===== src/rtl/arfc_pkg.sv =====
// Package holding constants and types for the converter result and clock control block.
//----------------------------------------------------------------------------
//----------------------------------------------------------------------------
package arfc_pkg;

    //------------------------------------------------------------------------
    // Register byte addresses
    //------------------------------------------------------------------------
    localparam logic [7:0] addr_status_control = 8'h00;
    localparam logic [7:0] addr_result_high    = 8'h04;
    localparam logic [7:0] addr_result_low     = 8'h08;
    localparam logic [7:0] addr_clock_config   = 8'h0c;
    localparam logic [7:0] addr_irq_status     = 8'h10;
    localparam logic [7:0] addr_irq_enable     = 8'h14;
    localparam logic [7:0] addr_irq_clear      = 8'h18;

    //------------------------------------------------------------------------
    // Field positions
    //------------------------------------------------------------------------
    localparam int pos_done_flag   = 7;
    localparam int pos_irq_enable  = 6;
    localparam int pos_continuous  = 5;
    localparam int pos_prescale    = 5;
    localparam int pos_clock_sel   = 4;
    localparam int pos_justify     = 2;

    //------------------------------------------------------------------------
    // Reset values and codes
    //------------------------------------------------------------------------
    localparam logic [4:0] chan_power_off   = 5'h1f;
    localparam logic [4:0] chan_ref_high    = 5'h1d;
    localparam logic [4:0] chan_ref_low     = 5'h1e;
    localparam logic [4:0] chan_first_unused = 5'h18;
    localparam logic [2:0] prescale_reset   = 3'h0;
    localparam logic       clock_sel_reset  = 1'b0;
    localparam int         sample_cycles    = 17;

    typedef enum logic [1:0] {
        just_trunc8 = 2'h0,
        just_right  = 2'h1,
        just_left   = 2'h2,
        just_signed = 2'h3
    } arfc_justify_type;

    localparam arfc_justify_type justify_reset = just_right;

    typedef enum {conv_idle, conv_run} arfc_conv_type;

    typedef struct packed {
        logic                         [4:0] channel;
        logic                               irq_en;
        logic                               cont;
        logic                               done_flag;
        logic                               irq_req;
        logic                         [2:0] prescale;
        logic                               clock_sel;
        arfc_justify_type                   justify;
        logic                         [7:0] result_high;
        logic                         [7:0] result_low;
        logic                               frozen;
        logic                         [3:0] div_count;
        logic                         [4:0] conv_count;
        arfc_conv_type                      conv_state;
        logic                         [1:0] irq_status;
        logic                         [1:0] irq_mask;
        logic                               aw_seen;
        logic                               w_seen;
        logic                        [7:0] aw_addr;
        logic                        [31:0] w_data;
        logic                               bvalid;
        logic                               rvalid;
        logic                        [31:0] rdata;
        logic                         [1:0] rresp;
        logic                         [1:0] bresp;
    } arfc_state_type;

endpackage


===== src/rtl/arfc_top.sv =====
// Converter result formatting, channel decode and converter clock control with AXI4-Lite.
`timescale 1ns/1ps
module arfc_top #(
    parameter int result_width = 10
) (
    // Clock and reset
    input  wire logic        mclk,
    input  wire logic        resetn,
    // Oscillator clock, sampled as a level in the mclk domain
    input  wire logic        oscillator_out_clock,
    // Analog side
    input  wire logic [9:0]  conv_result,
    input  wire logic        conv_complete,
    input  wire logic        stop_mode,
    output logic      [4:0]  mux_select,
    output logic             select_ext_input,
    output logic             select_high_ref,
    output logic             select_low_ref,
    output logic             converter_power_off,
    output logic             result_unknown,
    output logic             converter_clock_en,
    output logic             conv_start,
    output logic             conv_abort,
    // Interrupt
    output logic             irq,
    // AXI4-Lite slave
    input  wire logic [7:0]  s_axi_awaddr,
    input  wire logic        s_axi_awvalid,
    output logic             s_axi_awready,
    input  wire logic [31:0] s_axi_wdata,
    input  wire logic [3:0]  s_axi_wstrb,
    input  wire logic        s_axi_wvalid,
    output logic             s_axi_wready,
    output logic      [1:0]  s_axi_bresp,
    output logic             s_axi_bvalid,
    input  wire logic        s_axi_bready,
    input  wire logic [7:0]  s_axi_araddr,
    input  wire logic        s_axi_arvalid,
    output logic             s_axi_arready,
    output logic      [31:0] s_axi_rdata,
    output logic      [1:0]  s_axi_rresp,
    output logic             s_axi_rvalid,
    input  wire logic        s_axi_rready
);

    arfc_pkg::arfc_state_type state;
    arfc_pkg::arfc_state_type next_state;

    logic       osc_prev;
    logic       osc_rise;
    logic       in_tick;
    logic       div_tick;
    logic [4:0] div_ratio;
    logic       wr_fire;
    logic       rd_fire;
    logic [7:0] wr_addr;
    logic [9:0] rbits;
    logic       conv_ok;
    logic       done_event;

    //------------------------------------------------------------------------
    // Input clock selection and prescaler
    //------------------------------------------------------------------------
    // The oscillator is treated as a level; its rising edge gives a one-cycle tick.
    always_ff @(posedge mclk or negedge resetn) begin
        if (!resetn) begin
            osc_prev <= 1'b0;
        end else begin
            osc_prev <= oscillator_out_clock;
        end
    end
    assign osc_rise = oscillator_out_clock & ~osc_prev;
    assign in_tick  = state.clock_sel ? 1'b1 : osc_rise;

    always_comb begin
        case (state.prescale)
            3'h0:    div_ratio = 5'h01;
            3'h1:    div_ratio = 5'h02;
            3'h2:    div_ratio = 5'h04;
            3'h3:    div_ratio = 5'h08;
            default: div_ratio = 5'h10;
        endcase
    end
    assign div_tick = in_tick & ({1'b0, state.div_count} == div_ratio - 5'h01);

    //------------------------------------------------------------------------
    // Channel decode
    //------------------------------------------------------------------------
    always_comb begin
        mux_select          = state.channel;
        select_high_ref     = state.channel == arfc_pkg::chan_ref_high;
        select_low_ref      = state.channel == arfc_pkg::chan_ref_low;
        converter_power_off = state.channel == arfc_pkg::chan_power_off;
        select_ext_input    = state.channel < arfc_pkg::chan_first_unused;
        // Unused codes are flagged so results are not trusted.
        result_unknown      = ~select_ext_input & ~select_high_ref
                              & ~select_low_ref & ~converter_power_off;
    end
    assign conv_ok = ~converter_power_off & ~stop_mode;

    //------------------------------------------------------------------------
    // Result formatting
    //------------------------------------------------------------------------
    assign rbits      = conv_result;
    assign done_event = (state.conv_state == arfc_pkg::conv_run) & conv_complete & conv_ok;

    assign wr_fire = state.aw_seen & state.w_seen & ~state.bvalid;
    assign wr_addr = state.aw_addr;
    assign rd_fire = s_axi_arvalid & ~state.rvalid;

    always_comb begin
        next_state = state;
        // Bus write channels.
        if (s_axi_awvalid & ~state.aw_seen & ~state.bvalid) begin
            next_state.aw_seen = 1'b1;
            next_state.aw_addr = s_axi_awaddr;
        end
        if (s_axi_wvalid & ~state.w_seen & ~state.bvalid) begin
            next_state.w_seen = 1'b1;
            next_state.w_data = s_axi_wdata;
        end
        if (state.bvalid & s_axi_bready) begin
            next_state.bvalid = 1'b0;
        end
        if (state.rvalid & s_axi_rready) begin
            next_state.rvalid = 1'b0;
        end

        // Prescaler count.
        if (in_tick) begin
            next_state.div_count = div_tick ? 4'h0 : state.div_count + 4'h1;
        end

        // Conversion abort: stop mode or power off ends a running conversion.
        conv_start = 1'b0;
        conv_abort = 1'b0;
        if (stop_mode | converter_power_off) begin
            conv_abort = state.conv_state == arfc_pkg::conv_run;
            next_state.conv_state = arfc_pkg::conv_idle;
        end

        // Conversion end: format and load results; after a high-byte read, only 8-bit truncation loads until the low byte is read.
        if (done_event) begin
            if (state.justify == arfc_pkg::just_trunc8) begin
                next_state.result_low  = rbits[9:2];
                next_state.result_high = 8'h00;
            end else if (!state.frozen) begin
                case (state.justify)
                    arfc_pkg::just_right: begin
                        next_state.result_high = {6'h00, rbits[9:8]};
                        next_state.result_low  = rbits[7:0];
                    end
                    arfc_pkg::just_left: begin
                        next_state.result_high = rbits[9:2];
                        next_state.result_low  = {rbits[1:0], 6'h00};
                    end
                    default: begin
                        next_state.result_high = {~rbits[9], rbits[8:2]};
                        next_state.result_low  = {rbits[1:0], 6'h00};
                    end
                endcase
            end
            if (state.irq_en) begin
                next_state.irq_req = 1'b1;
            end else begin
                next_state.done_flag = 1'b1;
            end
            next_state.irq_status[0] = 1'b1;
            if (!state.cont) begin
                next_state.conv_state = arfc_pkg::conv_idle;
            end
        end
        if (conv_complete & (state.conv_state != arfc_pkg::conv_run)) begin
            next_state.irq_status[1] = 1'b1;
        end

        // Bus write effects.
        if (wr_fire) begin
            next_state.aw_seen = 1'b0;
            next_state.w_seen  = 1'b0;
            next_state.bvalid  = 1'b1;
            next_state.bresp   = 2'h0;
            case (wr_addr)
                arfc_pkg::addr_status_control: begin
                    if (s_axi_wstrb[0]) begin
                        next_state.channel    = state.w_data[4:0];
                        next_state.cont       = state.w_data[arfc_pkg::pos_continuous];
                        next_state.irq_en     = state.w_data[arfc_pkg::pos_irq_enable];
                        next_state.irq_req    = done_event & state.irq_en;
                        next_state.conv_state = arfc_pkg::conv_run;
                        conv_start            = 1'b1;
                    end
                end
                arfc_pkg::addr_clock_config: begin
                    if (s_axi_wstrb[0]) begin
                        next_state.prescale  = state.w_data[7:5];
                        next_state.clock_sel = state.w_data[arfc_pkg::pos_clock_sel];
                        next_state.justify   = arfc_pkg::arfc_justify_type'(state.w_data[3:2]);
                    end
                end
                arfc_pkg::addr_irq_enable: begin
                    next_state.irq_mask = state.w_data[1:0];
                end
                arfc_pkg::addr_irq_clear: begin
                    // A same-cycle event wins over the clear for a bit not already set; a pending bit is cleared.
                    next_state.irq_status = (state.irq_status & ~state.w_data[1:0])
                                            | next_state.irq_status & ~state.irq_status;
                end
                arfc_pkg::addr_result_high,
                arfc_pkg::addr_result_low,
                arfc_pkg::addr_irq_status: begin
                end
                default: begin
                    next_state.bresp = 2'h2;
                end
            endcase
        end

        // Continuous mode restarts at each end.
        if (done_event & state.cont) begin
            conv_start = 1'b1;
        end

        // Bus reads and their side effects.
        if (rd_fire) begin
            next_state.rvalid = 1'b1;
            next_state.rresp  = 2'h0;
            next_state.rdata  = 32'h0000_0000;
            case (s_axi_araddr)
                arfc_pkg::addr_status_control: begin
                    next_state.rdata[7:0] = {state.done_flag & ~state.irq_en,
                                             state.irq_en, state.cont, state.channel};
                end
                arfc_pkg::addr_result_high: begin
                    next_state.rdata[7:0] = state.result_high;
                    if (state.justify != arfc_pkg::just_trunc8) begin
                        next_state.frozen = 1'b1;
                    end
                end
                arfc_pkg::addr_result_low: begin
                    next_state.rdata[7:0] = state.result_low;
                    next_state.frozen     = 1'b0;
                    // A completion in this same cycle keeps its flag.
                    next_state.done_flag  = done_event & ~state.irq_en;
                    next_state.irq_req    = done_event & state.irq_en;
                end
                arfc_pkg::addr_clock_config: begin
                    next_state.rdata[7:0] = {state.prescale, state.clock_sel,
                                             state.justify, 2'h0};
                end
                arfc_pkg::addr_irq_status: begin
                    next_state.rdata[1:0] = state.irq_status;
                end
                arfc_pkg::addr_irq_enable: begin
                    next_state.rdata[1:0] = state.irq_mask;
                end
                arfc_pkg::addr_irq_clear: begin
                end
                default: begin
                    next_state.rresp = 2'h2;
                end
            endcase
        end
    end

    //------------------------------------------------------------------------
    // State register
    //------------------------------------------------------------------------
    always_ff @(posedge mclk or negedge resetn) begin
        if (!resetn) begin
            state            <= '0;
            state.channel    <= arfc_pkg::chan_power_off;
            state.prescale   <= arfc_pkg::prescale_reset;
            state.clock_sel  <= arfc_pkg::clock_sel_reset;
            state.justify    <= arfc_pkg::justify_reset;
            state.conv_state <= arfc_pkg::conv_idle;
        end else begin
            state <= next_state;
        end
    end

    //------------------------------------------------------------------------
    // Outputs
    //------------------------------------------------------------------------
    // The analog core steps only on converter clock ticks; software keeps these near 1 MHz.
    assign converter_clock_en = div_tick & conv_ok & (state.conv_state == arfc_pkg::conv_run);
    assign irq           = state.irq_req | (|(state.irq_status & state.irq_mask));
    assign s_axi_awready = ~state.aw_seen & ~state.bvalid;
    assign s_axi_wready  = ~state.w_seen & ~state.bvalid;
    assign s_axi_bvalid  = state.bvalid;
    assign s_axi_bresp   = state.bresp;
    assign s_axi_arready = ~state.rvalid;
    assign s_axi_rvalid  = state.rvalid;
    assign s_axi_rdata   = state.rdata;
    assign s_axi_rresp   = state.rresp;

endmodule


===== config.mk =====
export PLATFORM = sky130hd
export DESIGN_NAME = arfc_top
export DESIGN_NICKNAME = d
export VERILOG_FILES = /design/src/rtl/arfc_pkg.sv /design/src/rtl/arfc_top.sv
export SDC_FILE = /design/constraint.sdc
export NUM_CORES = 1
export LEC_CHECK = 0
export BUFFER_PORTS_ARGS = -buffer_cell sky130_fd_sc_hd__buf_4
export CORE_MARGIN = 2
export CORE_UTILIZATION = 53
export CTS_CLUSTER_SIZE = 14
export DETAILED_ROUTE_END_ITERATION = 8
export PLACE_DENSITY = 0.92
export SYNTH_ARGS = -nofsm -noshare
export SYNTH_HDL_FRONTEND = slang
export SYNTH_SLANG_ARGS = --single-unit

===== constraint.sdc =====
create_clock -name mclk -period 3.7 [get_ports mclk]
set_input_delay 0.74 -clock mclk [delete_from_list [all_inputs] [get_ports mclk]]
set_output_delay 0.74 -clock mclk [all_outputs]
set_load 0.005 [all_outputs]

* Yosys cells after proc, flatten, opt, wreduce, memory -nomap -nowiden
Cells that the tools add are included.
** Word-level totals
- Register bits after elaboration :: 105
- Bits of input ports :: 72
- Output and inout port bits :: 55
- Logic and storage cells :: 160
** Operators by class
- $add $sub $neg :: 2
- Order comparisons :: 1
- Eq/ne operators :: 25
- Muxes and demuxes :: 43
- Bitwise operators :: 46
- Reduce and logical (&&, ||, !) cells :: 18
** Operators with widths (count)
- $mux W32 :: 5
- $eq A8 B5 Y1 const B :: 6
- $mux W38 :: 1
- $mux W35 :: 1
- $eq A32 B2 Y1 const B :: 1
- $eq A8 B4 Y1 const B :: 4
- $mux W16 :: 2
- $ne A32 B2 Y1 const B :: 1
- $pmux W16 S2 :: 1
- $and A1 B1 Y1 :: 26
- $pmux W6 S4 :: 1
- $pmux W5 S4 :: 1
- $mux W1 :: 18
- $eq A8 B3 Y1 const B :: 2
- $logic_not A8 Y1 :: 2
- $eq A5 B5 Y1 const B :: 3
- $mux W2 :: 7
- $reduce_or A7 Y1 :: 2
- $mux W6 :: 2
- $not A1 Y1 :: 12
- $reduce_bool A2 Y1 :: 6
- $pmux W2 S5 :: 1
- $reduce_and A3 Y1 :: 3
- $mux W7 :: 1
- other kinds (20) :: 26

* Longest topological paths before layout
Gate-level depths: netlist of run 1.
- Depth after elaboration :: 10
- Mapped depth :: 8
- Gate-level depth less buffers :: 7

* Worst setup path after synthesis of run 1
OpenSTA, ideal clock, no wires.
- Path kind :: reg-to-output
- From :: reg state[147] (netlist bit)
- To :: out converter_clock_en
- Arrival time :: 2.407 ns
- Data required time :: 2.960 ns
- Setup slack :: 0.553 ns
- Cell stages (with the launch flop) :: 8
- Path buffers :: 1
- Path through :: dfrtp_1 clkbuf_1 or3_1 ha_1 xnor2_1 or4_4 a2111oi_4 nor4b_2
** On the way
- Word-level cells in the longest chain between the ends :: 7
- Elaborated cells on any way between the ends :: 10
- Those cells by class :: add/sub (1); eq/ne (4); mux (1); bitwise (3); reduce/logical (1)
** RTL lines
- from (decl) :: line arfc_top.sv:46 : arfc_pkg::arfc_state_type state;
- from (signal assigned) :: line arfc_top.sv:278 : state <= next_state;
- $eq A3 B2 Y1, or another cell as far along :: line arfc_top.sv:76 : case (state.prescale)
- $pmux W5 S4 * :: line arfc_top.sv:76
- $sub A5 B1 Y5 * :: line arfc_top.sv:84 : assign div_tick = in_tick & ({1'b0, state.div_count} == div_ratio - 5'h01);
- $eq A4 B5 Y1 * :: line arfc_top.sv:84
- $and A1 B1 Y1 * :: line arfc_top.sv:84
- $and A1 B1 Y1 * (2 in series) :: line arfc_top.sv:286 : assign converter_clock_en = div_tick & conv_ok & (state.conv_state == arfc_pkg::conv_run);
- to (decl) :: line arfc_top.sv:21 : output logic converter_clock_en,
Every way passes the cells marked *; elsewhere a longest branch is shown, timed or not.

* Worst setup path after layout of run 1
Ends and elaborated chain as after synthesis.

==> key figures, run 1 <==
STA
  – Final worst path period share: 0.975
  – Fin. max-slew vios: 0
  – Worst slew margin: 0.371
  – Fmax: 277 MHz
  – TNS Setup: 0 ps
  – Hold_ws: 335 ps
  – Worst-margin pin slew: 937 ps
  – Skew final: 13.7 ps
  – RSZ-0062 raised after global routing: no
  – Setup violators final: 0
  – Final min period: 3610 ps
  – Final Hold Vio Count: 0

Setup path
  – CP arrival: 2870 ps
  – Critical path cell sequence: or3_1 > ha_2 > xnor2_1 > or4_4 > a2111oi_4 > nor4b_4 > buf_4
  – Path depth of the worst reg2reg path: 6
  – Worst setup path class: flip-flop to output pin
  – Slowest cell on crit path: or4_4
  – Critical Path Source Type: flip-flop
  – Flop2flop setup slack: 930 ps
  – CP endpoint kind: output pin
  – Reg-to-reg critical path endpoint: state[139]
  – Critical path launch point: state[147]
  – Crit path largest cell delay: 510 ps
  – RR Startpoint: state[143]
  – Critical-path maximum fanout: 5
  – WP data required: 2960 ps
  – Setup crit end: converter_clock_en

Synth
  – Mapped Area: 5020 sq um
  – Yosys cell types: 53
  – EDFF count, synth: 0
  – Most frequent cell after synthesis: dfrtp_1
  – Largest family of logic cells by synthesized area: simple AND/OR/NAND/NOR gates
  – Post-synth top area cell: dfrtp_1
  – Area contributors post-synth: dfrtp_1, mux2_2, buf_4
  – Mux cell area share after synthesis: 0.135
  – Ys async rst share: 1.00
  – Mapped Avg Cell Area: 11.4 sq um
  – Post-synth top cells: dfrtp_1, buf_4, nand2_1, mux2_2, and2_1
  – Post-synthesis adder-cell area fraction: 0.0125
  – Synth Area in Compound Gates: 0.0673
  – Seq/Total Area, Yosys: 0.515
  – Cell count after synthesis: 440
  – Synth Area in Simple Gates: 0.174
  – Main synth FF type: dfrtp_1
  – Synth warn: 0
  – #FFs+latches synth: 103
  – Yosys top cell area share: 0.483
  – Post-synthesis xor/xnor area fraction: 0.00872

Clock tree
  – Clk slew on worst S/H paths: 110 ps
  – H-tree levels: 3
  – Clock root cell: clkbuf_8
  – CTS Buffer Depth: 2
  – Cts hold-fix bufs: 0
  – Sink Count: 103
  – Inserted Clock Buffers: 9
  – CTS tree: done
  – Worst-Skew Late Latency: 380 ps

Pwr
  – Worst vdd ir: 0.000267 V
  – Leakage: 0.00276 uW
  – PwrDens: 502 nW/um^2

Placement
  – Placed Cells: 598
  – # port buffers: 73
  – Routability cong.: 0.906
  – Post-DP HPWL: 7.75 mm

Floorplan
  – Die Ht: 101 um
  – # IOs: 127
  – Placeable Area: 9200 sq um
  – Rows: 35
  – Starting density of the core: 0.546
  – Die area: 10300 sq um
  – Die X: 101 um

Routing
  – Metal3 WL: 731 um
  – Met2 WL: 5.48 mm
  – Vias/cell: 5.59
  – Drt initial violations: 240
  – Routed length per placed instance: 17.6 um
  – DR pass1 iterations: 6
  – Wire length on met1: 4.45 mm
  – Routed Antenna Nets: 0
  – Vias: 3463
  – DRC: 0
  – Top sig layer: met4
  – WL final: 10.9 mm

Final layout
  – ANT cells: 0
  – Fin nets: 581
  – Post-Layout Cell Count: 620
  – Share of cells above drive strength 1: 0.322
  – Layout area overhead: 14.2%

Global routing
  – Overflow after GRT: 0
  – Vias in the first global route: 3563
  – First-pass GRT wire length: 17.3 mm
  – Largest net degree at the start of global routing: 45
  – Tot GR Track Use: 0.219
  – Initial antenna violation count: 0

Run
  – Max-Cap Viols: 0

Hold path
  – Worst hold path class: primary input to asynchronous set/reset pin

Status
  – Status: complete, no violations
==> worst min-delay path by stage <==
stage	from	end	slack (ps)	cells after the start
finish	resetn	s_axi_rdata[4]	330	1
global placement	s_axi_rdata[7]	s_axi_rdata[7]	450	2
floorplan	resetn	osc_prev	440	0
CTS	resetn	s_axi_rdata[3]	350	1
global route	resetn	s_axi_rdata[5]	370	1
detailed placement	s_axi_rdata[7]	s_axi_rdata[7]	460	2
==> cells by family after synthesis <==
| family | after synthesis |
|---|---|
| flops | 103 |
| xor+xnor | 5 |
| mux | 55 |
| compound gates | 48 |
| fa+ha+maj | 5 |
| simple gates | 151 |
| buf+inv | 72 |
| other cells | 1 |
==> cell type report <==
class                      instances  area, sq um
clock buffer                       9          124
clock inverter                     7         86.3
fill                             679         3460
inverter                          15         56.3
multi-input combinational        290         2100
sequential                       103         2590
tap                              111          139
timing repair buffer              85          638
==> flip-flops by register name (all words and copies together), names as in the netlist <==
signal and cells:
s_axi_rdata 8, s_axi_bvalid 1, osc_prev 1, s_axi_bresp 1, s_axi_rvalid 1, wr_addr 8, state 77, mux_select 5
s_axi_rresp 1
==> metrics by stage <==
| stage | worst slack [ps] | instance area (sq um) | util | power (uW) |
|---|---|---|---|---|
| 2_1_floorplan | 553 | 5110 | - | 1920 |
| 3_3_place_gp | 331 | 5470 | 0.594 | 2080 |
| 3_5_place_dp | 192 | 5470 | 0.594 | 2130 |
| 4_1_cts | 6.00 | 5690 | 0.619 | 2880 |
| 5_1_grt | 19.2 | 5740 | 0.624 | 3030 |
| 6_report | 91.3 | 5740 | 0.624 | 2880 |
==> cell usage in the layout, fill, tap and decap left out, types with 15 or more instances in the layout <==
cell     Yosys  routed
and2_1      33      33
dfrtp_1     97      95
buf_4       42      85
inv_1       15      15
o21ai_0     18      18
conb_1       1      26
nor2_1      18      18
mux2_2      35      35
nand2_1     42      42
==> report_power, final <==
| group | internal, uW | total, uW | switching [uW] |
|---|---|---|---|
| Clock | 328 | 743 | 415 |
| Combinational | 342 | 640 | 298 |
| Sequential | 1310 | 1500 | 184 |
| Total | 1980 | 2880 | 897 |
==> repair_timing <==
item	in CTS	in global routing
setup buffers	1	5
pin swaps	1	0
gates resized for setup	1	3
hold endpoints to repair	0	0
setup endpoints to repair	1	1
==> worst max-delay path, delay by kind of cell, from the launching register on <==
kind	cells	cell delay (ps)
fa+ha+maj	1	220
simple gates	3	1190
compound gates	1	320
buf+inv	1	170
xor+xnor	1	140
flops	1	450
==> layer usage <==
| metal | track usage | vias up |
|---|---|---|
| met2 | 0.373 | 144 |
| met4 | 0.0946 | 0 |
| li1 | - | 1596 |
| met5 | 0 | - |
| met3 | 0.0531 | 23 |
| met1 | 0.267 | 1700 |
Power figures use the tool's default switching activity.
==> run 2, diff against run 1 <==
CORE_ASPECT_RATIO = 0.5   (was default)
==> run 2 against run 1 <==
Clock power rose by 18%. Sequential power barely moved. Count of clock-buffer cells in the layout rose by 3. Global-route usage fell by 1.3 points. Worst hold slack improved by 22 ps. Fmax rose by 1.0%. Non-clock buffer count fell by 1. Highest routed layer unchanged.
==> key figures, run 2 (synthesis gave the netlist of run 1 again) <==
Placement
  – Placed inst area: 5480 sq um
  – Post-DP HPWL: 7.27 mm
  – # port buffers: 73
  – Routability cong.: 0.893

Clock tree
  – Clk slew on worst S/H paths: 60 ps
  – Clock root cell: clkbuf_16
  – Cts hold-fix bufs: 0
  – CTS tree: done
  – Worst-Skew Late Latency: 350 ps
  – CTS Buffer Depth: 2
  – Inserted Clock Buffers: 9
  – Sink Count: 103
  – H-tree levels: 3

Routing
  – DRC: 0
  – Routed length per placed instance: 16.5 um
  – DR pass1 iterations: 4
  – Drt initial violations: 322
  – Top sig layer: met4
  – Met2 WL: 5.27 mm
  – Wire length on met1: 4.37 mm
  – Routed Antenna Nets: 0
  – WL final: 10.4 mm
  – Vias/cell: 5.44
  – Metal3 WL: 659 um
  – Vias: 3420

Setup path
  – Slowest cell on crit path: or4_4
  – Critical path launch point: state[147]
  – Critical-path maximum fanout: 7
  – Worst setup path class: flip-flop to output pin
  – RR Startpoint: state[147]
  – WP data required: 2960 ps
  – Critical Path Source Type: flip-flop
  – Crit path largest cell delay: 500 ps
  – CP endpoint kind: output pin
  – Setup crit end: converter_clock_en
  – Critical path cell sequence: or3_1 > ha_2 > xnor2_1 > or4_4 > a2111oi_4 > nor4b_4 > buf_4
  – CP arrival: 2830 ps
  – Reg-to-reg critical path endpoint: state[121]
  – Path depth of the worst reg2reg path: 7
  – Flop2flop setup slack: 1240 ps

Floorplan
  – Die area: 10300 sq um
  – Starting density of the core: 0.539
  – Rows: 25
  – Die Ht: 72.8 um
  – Placeable Area: 9320 sq um
  – Die X: 142 um
  – # IOs: 127

Final layout
  – Number of flip-flops in the largest register: 77
  – Fill count: 653
  – Final Core Density: 0.623
  – Commonest non-fill, non-tap cell in the layout: dfrtp_1
  – Fin nets: 580
  – Biggest register: state
  – Layout area overhead: 15.6%
  – Most frequent cells in the layout: dfrtp_1, buf_4, nand2_1
  – ANT cells: 0
  – Share of cells above drive strength 1: 0.317
  – Cell area after layout: 5810 sq um

Pwr
  – Total Power: 3010 uW
  – Worst vdd ir: 0.000232 V
  – PwrDens: 519 nW/um^2
  – Leakage: 0.00279 uW

Global routing
  – Overflow after GRT: 0
  – Tot GR Track Use: 0.207
  – Largest net degree at the start of global routing: 41
  – Vias in the first global route: 3285
  – First-pass GRT wire length: 16.4 mm
  – Initial antenna violation count: 0

STA
  – Skew final: 7.26 ps
  – Final min period: 3570 ps
  – Fmax: 280 MHz
  – Final worst path period share: 0.966
  – Worst slew margin: 0.346
  – TNS Setup: 0 ps
  – Setup violators final: 0
  – Final Hold Vio Count: 0
  – Fin. max-slew vios: 0
  – Worst-margin pin slew: 979 ps
  – Hold_ws: 357 ps
  – RSZ-0062 raised after global routing: no

Hold path
  – Worst hold path class: primary input to asynchronous set/reset pin

Run
  – Max-Cap Viols: 0

Status
  – Status: complete, no violations
[run 2: cell types whose count changed in the layout (fill, tap and decap cells not counted)]
cell	delta
clkbuf_16	+9
clkbuf_8	-8
clkbuf_1	+2
inv_8	-2
buf_4	-1
bufinv_16	-1
clkinv_2	+1
inv_6	-1
[run 2: timing repair]
| item | CTS | global route |
|---|---|---|
| buffers inserted | 0 | 5 |
| endpoints found under the setup margin | 1 | 1 |
| pin swaps | 1 | 1 |
| cloned | 0 | 0 |
| resized for setup | 0 | 4 |
[run 2: area by class of cell]
cell class              instances  area (sq um)  share of cell area
clock buffers                  12           246              0.0424
clock inverters                 4          30.0             0.00517
inverters                      15          56.3             0.00970
multi-input cells             290          2100               0.362
flip-flops and latches        103          2590               0.446
well taps                     121           151              0.0261
repair buffers                 84           631               0.109
[run 2: worst min path at each step]
stage / depth (start not counted) / startpoint / to
floorplan: 0 / resetn / osc_prev
global placement: 2 / s_axi_rdata[7] / s_axi_rdata[7]
detailed placement: 2 / s_axi_rdata[7] / s_axi_rdata[7]
CTS: 1 / resetn / s_axi_rdata[4]
global route: 1 / resetn / s_axi_rdata[6]
finish: 1 / resetn / s_axi_rdata[4]
[run 2: layer usage]
layer | vias to the layer above | global-route usage
li1 | 1594 | -
met5 | - | 0
met2 | 101 | 0.355
met1 | 1712 | 0.266
met4 | 0 | 0.0567
met3 | 13 | 0.0531
[run 2: per-stage QoR]
step | instances | setup slack, ps
finish | 629 | 127
global route | 629 | 14.4
CTS | 624 | 12.7
detailed placement | 608 | 320
global placement | 608 | 384
floorplan | 465 | 553
[run 2: worst max-delay path: cells and delay by family (launching register included)]
family | cells | cell delay (ps)
fa+ha+maj | 1 | 210
compound gates | 1 | 410
simple gates | 3 | 1140
xor+xnor | 1 | 140
buf+inv | 1 | 150
flops | 1 | 450
[run 2: report_power, final]
part	switching, uW	leakage (uW)	total (uW)	internal (uW)
logic	294	0.00134	633	340
registers	184	0.00132	1500	1320
clock network	402	0.000133	879	477
total	880	0.00279	3010	2130
